[src/include/dhq_pkg.sv]
// constants and types for the diagnosis history queue
// assumes one device clock; entries reached by service data transfers
`default_nettype none

package dhq_pkg;

  // ==========================================================
  // clock
  localparam int unsigned CLK_HZ        = 20_000_000;

  // ==========================================================
  // geometry
  localparam logic [7:0]  CAPACITY      = 8'h64;
  localparam logic [7:0]  FIRST_SLOT    = 8'h06;
  localparam logic [7:0]  LAST_SLOT     = 8'h69;
  localparam logic [7:0]  SUBIDX_COUNT  = 8'h69;
  localparam int unsigned DEPTH         = 100;
  localparam int unsigned MSG_W         = 16;

  // ==========================================================
  // entry sub-indices
  localparam logic [7:0]  SUBIDX_COUNT_ENTRY   = 8'h00;
  localparam logic [7:0]  CAPACITY_ENTRY       = 8'h01;
  localparam logic [7:0]  NEWEST_POINTER_ENTRY = 8'h02;
  localparam logic [7:0]  ACK_POINTER_ENTRY    = 8'h03;
  localparam logic [7:0]  PENDING_ENTRY        = 8'h04;
  localparam logic [7:0]  CONTROL_FLAGS_ENTRY  = 8'h05;

  // ==========================================================
  // control flags word layout
  localparam int unsigned FLAG_EMCY      = 0;
  localparam int unsigned FLAG_INFO_OFF  = 1;
  localparam int unsigned FLAG_WARN_OFF  = 2;
  localparam int unsigned FLAG_ERR_OFF   = 3;
  localparam int unsigned FLAG_ACK_MODE  = 4;
  localparam int unsigned FLAG_OVERRUN   = 5;
  localparam logic [15:0] FLAGS_WRITABLE = 16'h001E;
  localparam logic [15:0] FLAGS_DONTCARE = 16'h0020;
  localparam logic [15:0] FLAGS_RESET    = 16'h0000;

  // ==========================================================
  // reset values
  localparam logic [7:0]  POINTER_RESET  = 8'h00;
  localparam logic [7:0]  COUNT_RESET    = 8'h00;

  // ==========================================================
  // abort codes
  localparam logic [31:0] ABORT_NONE      = 32'h00000000;
  localparam logic [31:0] ABORT_RANGE     = 32'h06090030;
  localparam logic [31:0] ABORT_TOO_HIGH  = 32'h06090031;
  localparam logic [31:0] ABORT_TOO_LOW   = 32'h06090032;
  // plain default; no figure given for these two
  localparam logic [31:0] ABORT_READ_ONLY = 32'h06010002;
  localparam logic [31:0] ABORT_NO_ENTRY  = 32'h06090011;

  typedef enum logic [1:0] {
    DHQ_INFO  = 2'h0,
    DHQ_WARN  = 2'h1,
    DHQ_ERROR = 2'h2
  } dhq_class_t;

endpackage : dhq_pkg

`default_nettype wire

[src/rtl/dhq_queue.sv]
// diagnosis history queue: message slots, pointers, flags, access answers
// assumes requests and messages come from logic on the same clock
//
// Functional notes
// - history holds at most 100 messages
// - capacity entry reads slot count; slots from 6
// - capacity fixed; writes to it refused
// - newest pointer in 6..105, zero after reset
// - flags bit 4 selects acknowledge mode
// - overwrite mode zeroes ack pointer on overwrite
// - overwrite mode zero write clears pointers, counts, pending and overrun bit
// - ack writes of 1..5 refused, too low
// - overwrite mode stores valid ack unchecked
// - ack writes above count refused, too high
// - ack mode ack pointer reads latest acknowledged
// - ack mode zero write deletes acknowledged messages
// - ack mode valid write acknowledges up to slot
// - overwrite mode pending shows newest unread
// - ack mode pending when pointers differ
// - flags bits 1..3 block message classes
// - overwrite mode overrun sets flags bit 5
// - ack mode full queue drops, sets bit 5
// - first message at 6, successive, wraps
`timescale 1ns/10ps
`default_nettype none

module dhq_queue
  import dhq_pkg::*;
(
  input  wire logic               clock,
  input  wire logic               rst_n,
  input  wire logic               req_valid,
  input  wire logic               req_write,
  input  wire logic [7:0]         req_subindex,
  input  wire logic [15:0]        req_wdata,
  input  wire logic               msg_valid,
  input  wire logic [1:0]         msg_class,
  input  wire logic [MSG_W-1:0]   msg_data,
  output var  logic               rsp_valid,
  output var  logic [15:0]        rsp_data,
  output var  logic               rsp_abort,
  output var  logic [31:0]        rsp_code
);

  // ==========================================================
  // helpers
  function automatic logic [7:0] next_slot(input logic [7:0] s);
    if (s == POINTER_RESET || s >= LAST_SLOT) begin
      next_slot = FIRST_SLOT;
    end else begin
      next_slot = s + 8'h01;
    end
  endfunction : next_slot

  // messages stored after slot a up to and including slot b
  function automatic logic [7:0] slot_dist(input logic [7:0] a,
                                           input logic [7:0] b);
    if (b == POINTER_RESET) begin
      slot_dist = COUNT_RESET;
    end else if (b >= a) begin
      slot_dist = b - a;
    end else begin
      slot_dist = b + CAPACITY - a;
    end
  endfunction : slot_dist

  function automatic logic [6:0] slot_index(input logic [7:0] s);
    logic [7:0] d;
    d = s - FIRST_SLOT;
    slot_index = d[6:0];
  endfunction : slot_index

  // ==========================================================
  // state
  logic [MSG_W-1:0] mem_q [0:DEPTH-1];
  logic [7:0]       newest_q, newest_d;
  logic [7:0]       ack_q, ack_d;
  logic [7:0]       fill_q, fill_d;
  logic [7:0]       unack_q, unack_d;
  logic             unread_q, unread_d;
  logic [15:0]      flags_q, flags_d;
  logic [15:0]      rdata_d;
  logic             abort_d;
  logic [31:0]      code_d;
  logic             store;
  logic             blocked;
  logic             rd;
  logic             wr;
  logic [7:0]       wval;
  logic [15:0]      fixed_mask;

  assign rd   = req_valid && !req_write;
  assign wr   = req_valid && req_write;
  assign wval = req_wdata[7:0];
  assign fixed_mask = ~(FLAGS_WRITABLE | FLAGS_DONTCARE);

  // class 3 is undefined and treated as an error message
  always_comb begin
    case (msg_class)
      DHQ_INFO: blocked = flags_q[FLAG_INFO_OFF];
      DHQ_WARN: blocked = flags_q[FLAG_WARN_OFF];
      default:  blocked = flags_q[FLAG_ERR_OFF];
    endcase
  end

  // ==========================================================
  // next state: access first, then message, so a new event wins
  always_comb begin
    newest_d = newest_q;
    ack_d    = ack_q;
    fill_d   = fill_q;
    unack_d  = unack_q;
    unread_d = unread_q;
    flags_d  = flags_q;
    rdata_d  = 16'h0000;
    abort_d  = 1'b0;
    code_d   = ABORT_NONE;
    store    = 1'b0;
    if (rd) begin
      case (req_subindex)
        SUBIDX_COUNT_ENTRY:   rdata_d = {8'h00, SUBIDX_COUNT};
        CAPACITY_ENTRY:       rdata_d = {8'h00, CAPACITY};
        NEWEST_POINTER_ENTRY: rdata_d = {8'h00, newest_q};
        ACK_POINTER_ENTRY:    rdata_d = {8'h00, ack_q};
        PENDING_ENTRY: begin
          if (flags_q[FLAG_ACK_MODE]) begin
            rdata_d = {15'h0000, newest_q != ack_q};
          end else begin
            rdata_d = {15'h0000, unread_q};
          end
        end
        CONTROL_FLAGS_ENTRY:  rdata_d = flags_q;
        default: begin
          if (req_subindex >= FIRST_SLOT && req_subindex <= LAST_SLOT) begin
            rdata_d = mem_q[slot_index(req_subindex)];
            if (req_subindex == newest_q) begin
              unread_d = 1'b0;
            end
          end else begin
            abort_d = 1'b1;
            code_d  = ABORT_NO_ENTRY;
          end
        end
      endcase
    end
    if (wr) begin
      case (req_subindex)
        ACK_POINTER_ENTRY: begin
          if (wval == POINTER_RESET) begin
            if (flags_q[FLAG_ACK_MODE]) begin
              fill_d = unack_q;
              ack_d  = POINTER_RESET;
              if (unack_q == COUNT_RESET) begin
                newest_d = POINTER_RESET;
              end
            end else begin
              newest_d = POINTER_RESET;
              ack_d    = POINTER_RESET;
              fill_d   = COUNT_RESET;
              unack_d  = COUNT_RESET;
              unread_d = 1'b0;
              flags_d[FLAG_OVERRUN] = 1'b0;
            end
          end else if (wval < FIRST_SLOT) begin
            abort_d = 1'b1;
            code_d  = ABORT_TOO_LOW;
          end else if (wval > SUBIDX_COUNT) begin
            abort_d = 1'b1;
            code_d  = ABORT_TOO_HIGH;
          end else begin
            // no check that the slot holds a message
            ack_d   = wval;
            unack_d = slot_dist(wval, newest_q);
          end
        end
        CONTROL_FLAGS_ENTRY: begin
          if ((req_wdata & fixed_mask) != (flags_q & fixed_mask)) begin
            abort_d = 1'b1;
            code_d  = ABORT_RANGE;
          end else begin
            flags_d = (req_wdata & FLAGS_WRITABLE)
                    | (flags_q & FLAGS_DONTCARE);
          end
        end
        default: begin
          abort_d = 1'b1;
          if (req_subindex <= LAST_SLOT) begin
            code_d = ABORT_READ_ONLY;
          end else begin
            code_d = ABORT_NO_ENTRY;
          end
        end
      endcase
    end
    if (msg_valid && !blocked) begin
      if (flags_d[FLAG_ACK_MODE] && unack_d == CAPACITY) begin
        flags_d[FLAG_OVERRUN] = 1'b1;
      end else begin
        if (!flags_d[FLAG_ACK_MODE] && fill_d == CAPACITY) begin
          if (unack_d == CAPACITY) begin
            flags_d[FLAG_OVERRUN] = 1'b1;
          end
          ack_d   = POINTER_RESET;
          unack_d = CAPACITY;
        end
        newest_d = next_slot(newest_d);
        store    = 1'b1;
        unread_d = 1'b1;
        if (fill_d != CAPACITY) begin
          fill_d = fill_d + 8'h01;
        end
        if (unack_d != CAPACITY) begin
          unack_d = unack_d + 8'h01;
        end
      end
    end
  end

  // ==========================================================
  // storage; 100 slots, no reset needed on the array
  always_ff @(posedge clock) begin
    if (store) begin
      mem_q[slot_index(newest_d)] <= msg_data;
    end
  end

  always_ff @(posedge clock) begin
    if (!rst_n) begin
      newest_q <= POINTER_RESET;
      ack_q    <= POINTER_RESET;
      fill_q   <= COUNT_RESET;
      unack_q  <= COUNT_RESET;
      unread_q <= 1'b0;
    end else begin
      newest_q <= newest_d;
      ack_q    <= ack_d;
      fill_q   <= fill_d;
      unack_q  <= unack_d;
      unread_q <= unread_d;
    end
  end

  always_ff @(posedge clock) begin
    if (!rst_n) begin
      flags_q <= FLAGS_RESET;
    end else begin
      flags_q <= flags_d;
    end
  end

  // ==========================================================
  // answers, one cycle after each request
  always_ff @(posedge clock) begin
    if (!rst_n) begin
      rsp_valid <= 1'b0;
      rsp_data  <= 16'h0000;
      rsp_abort <= 1'b0;
      rsp_code  <= ABORT_NONE;
    end else begin
      rsp_valid <= req_valid;
      rsp_data  <= rdata_d;
      rsp_abort <= abort_d;
      rsp_code  <= code_d;
    end
  end
endmodule : dhq_queue

`default_nettype wire

[config.mk]
export PLATFORM = sky130hd
export DESIGN_NAME = dhq_queue
export DESIGN_NICKNAME = d
export VERILOG_FILES = /design/src/include/dhq_pkg.sv /design/src/rtl/dhq_queue.sv
export SDC_FILE = /design/constraint.sdc
export NUM_CORES = 2
export LEC_CHECK = 0
export ABC_AREA = 1
export BUFFER_PORTS_ARGS = -buffer_cell sky130_fd_sc_hd__clkbuf_2
export CAP_MARGIN = 20
export CORE_UTILIZATION = 47
export DETAILED_ROUTE_END_ITERATION = 16
export SLEW_MARGIN = 20
export SYNTH_ARGS = -nofsm -noshare
export SYNTH_HDL_FRONTEND = slang
export SYNTH_SLANG_ARGS = --single-unit
[constraint.sdc]
create_clock -name clock -period 8.2 [get_ports clock]
set_input_delay 2.46 -clock clock [delete_from_list [all_inputs] [get_ports clock]]
set_output_delay 2.46 -clock clock [all_outputs]
set_load 0.05 [all_outputs]
==> flow_summary.yaml <==
placed_design:
  gp_congestion: 0.8976
  placedCellCount: 6331
  place.detailed.hpwl_um: 112100
  numPortBuffers: 72
power_and_ir_drop:
  ir_drop_mv: 0.1577
  power_density_nw_per_um2: 249.0
  leakage_nw: 24.03
floorplanning:
  io_pins: 97
  die_x_um: 374.5
  start_util: 0.4742
  die-area_um2: 140200
  core_area_um2: 137500
  die_h_um: 374.5
  placementRows: 136
clock_tree:
  cts_root_buf: "clkbuf_16"
  cts_tree: "done"
  cts_max_level: 4
  cts_resized: 0
  cts.path.max_buffers: 3
  clock-sinks: 1660
  clkSlewWorstSetupHoldPaths_ps: 60
  clk-insertion-delay-late_ps: 830
  cts_setup_buffers: 0
  numCtsBuffers: 166
  hold_buffers: 0
cells_and_area:
  fin_nets: 4782
  n_antenna_cell: 0
  fin_cells: 6635
  post-route-util: 0.5365
  syn_to_final_growth_pct: 13.15
  drive_gt1_frac: 0.1239
timing:
  fin_crit_sh: 0.8339
  period_needed_ps: 6838
  drv_slew: 0
  relSlewSlack: 0.2667
  setup_viol: 0
  rsz0062_at_grt: "no"
  tns_ps: 0
  clock_skew_ps: 49.74
  worst_pin_slew_ps: 1086
  max_freq_mhz: 146.2
  hold_violations: 0
setup_path:
  cp.required_ps: 8700
  worstPathArrival_ps: 7340
  crit_top_cell: "nand2_1"
  crit_type: "in2reg"
  cp_slowest_cell: "nor2_1"
  endpoint_kind: "register"
  path_max_fanout: 10
  start_kind: "input pin"
  crit_path_max_incr_delay_ps: 660
route:
  viasPerCell: 6.137
  ant_nets: 0
  drc_errors: 0
  drt_iter0_markers: 5171
  drt_wl_total_um: 188700
  wire_per_inst_um: 28.44
  vias: 40720
  dr.pass1.iters: 8
synthesis:
  ys_async_sr_fraction: 0
  avgSynthCellArea_um2: 14.30
  syn_inst: 4559
  ys.warnings.count: 0
  seq_area_frac_synth: 0.7553
  ys_ff_latch: 1660
  synth_cell_types: 61
  syn_area_um2: 65200
  ys.flop_type: "edfxtp_1"
  synth-edff-count: 1600
global_routing:
  grt-ovfl-total: 0
  grt_pass1_vias: 38520
  grt_max_degree: 152
  grt_antenna_before_repair: 2
  grt_use_total: 0.2664
  grt_pass1_wl_um: 271000
min_path:
  hold_path.class: "reg2reg"
status:
  outcome: "completed"
run:
  drv_cap: 0
==> power breakdown <==
part	internal [mW]	switching (mW)	leakage [nW]	total, mW
registers	9.34	0.0188	14.9	9.36
logic	0.336	1.16	6.56	1.49
clock network	4.29	3.22	2.60	7.51
total	14.0	4.39	24.0	18.4
==> critical path: cells and delay by family <==
kind	cells	cell delay, ps
AND/OR/NAND/NOR	20	2980
adder cells (fa/ha/maj)	3	980
buffers and inverters	6	790
XOR/XNOR	1	100
==> cell usage in the layout, fill, tap and decap left out, types with 44 or more instances in the layout <==
master,count
o21ai_0,72
dfxtp_1,60
clkbuf_1,44
a21oi_1,51
clkbuf_2,56
nor2_1,172
inv_1,125
nand4_1,104
o211ai_1,64
edfxtp_1,1600
a22oi_1,596
clkbuf_16,167
nand3_1,462
buf_4,194
nand2_1,608
==> worst paths after layout <==
check / startpoint / to / slack [ps] / cells after the start
worst min-delay path: unread_q / unread_q / 490 / 2
worst max register to register: newest_q[0] / mem_q[84][10] / 2630 / 30
worst min register to register: unread_q / unread_q / 490 / 2
worst max-delay path: req_wdata[1] / mem_q[84][10] / 1360 / 30
==> metal layers <==
metal	vias up	global-route usage	wire, um
li1	17910	-	-
met1	20610	0.3821	79540
met2	1941	0.4062	86790
met3	263	0.06123	17250
met4	0	0.07787	5129
met5	-	0	0
==> synth_stat cells, types with 51 or more instances <==
master	count	area [um2]
o211ai_1	64	480.5
inv_1	127	476.7
nand2_1	609	2286
buf_1	54	202.7
nand4_1	104	650.6
nor2_1	177	664.4
clkbuf_1	219	822.0
a22oi_1	596	4474
edfxtp_1	1600	48050
a21oi_1	51	255.2
nand3_1	462	2312
dfxtp_1	60	1201
o21ai_0	72	360.4
==> sequential cells by signal (all words and copies together) (netlist names) <==
register / cells
mem_q: 1600
fill_q: 8
rsp_code: 5
ack_q: 8
flags_q: 5
unack_q: 8
rsp_data: 16
newest_q: 8
rsp_valid: 1
unread_q: 1
==> cells by family after synthesis <==
family	share of synthesized area
flip-flops	0.7553
AND/OR/NAND/NOR	0.1041
buffers and inverters	0.02788
other	0.00005752
adder cells (fa/ha/maj)	0.006218
AO/OA/AOI/OAI	0.1031
XOR/XNOR	0.003243
==> final cells by class <==
cell class	count	area [um2]
Inverter	146	573.1
Timing Repair Buffer	262	1968
Clock inverter	91	979.7
Fill cell	11090	63720
Clock buffer	213	4372
Sequential cell	1660	49250
Tap cell	1794	2245
Multi-Input combinational cell	2469	14390
==> per-stage QoR <==
stage	area, um2	setup WS [ps]	power (mW)	hold slack [ps]
global placement	68410	681.8	11.00	477.2
floorplan	65290	1393	10.29	447.7
detailed placement	68410	535.3	11.01	477.6
global route	73770	898.3	18.83	497.5
CTS	73760	1377	18.44	486.3
finish	73770	1362	18.37	487.9
Power figures use the tool's default switching activity.
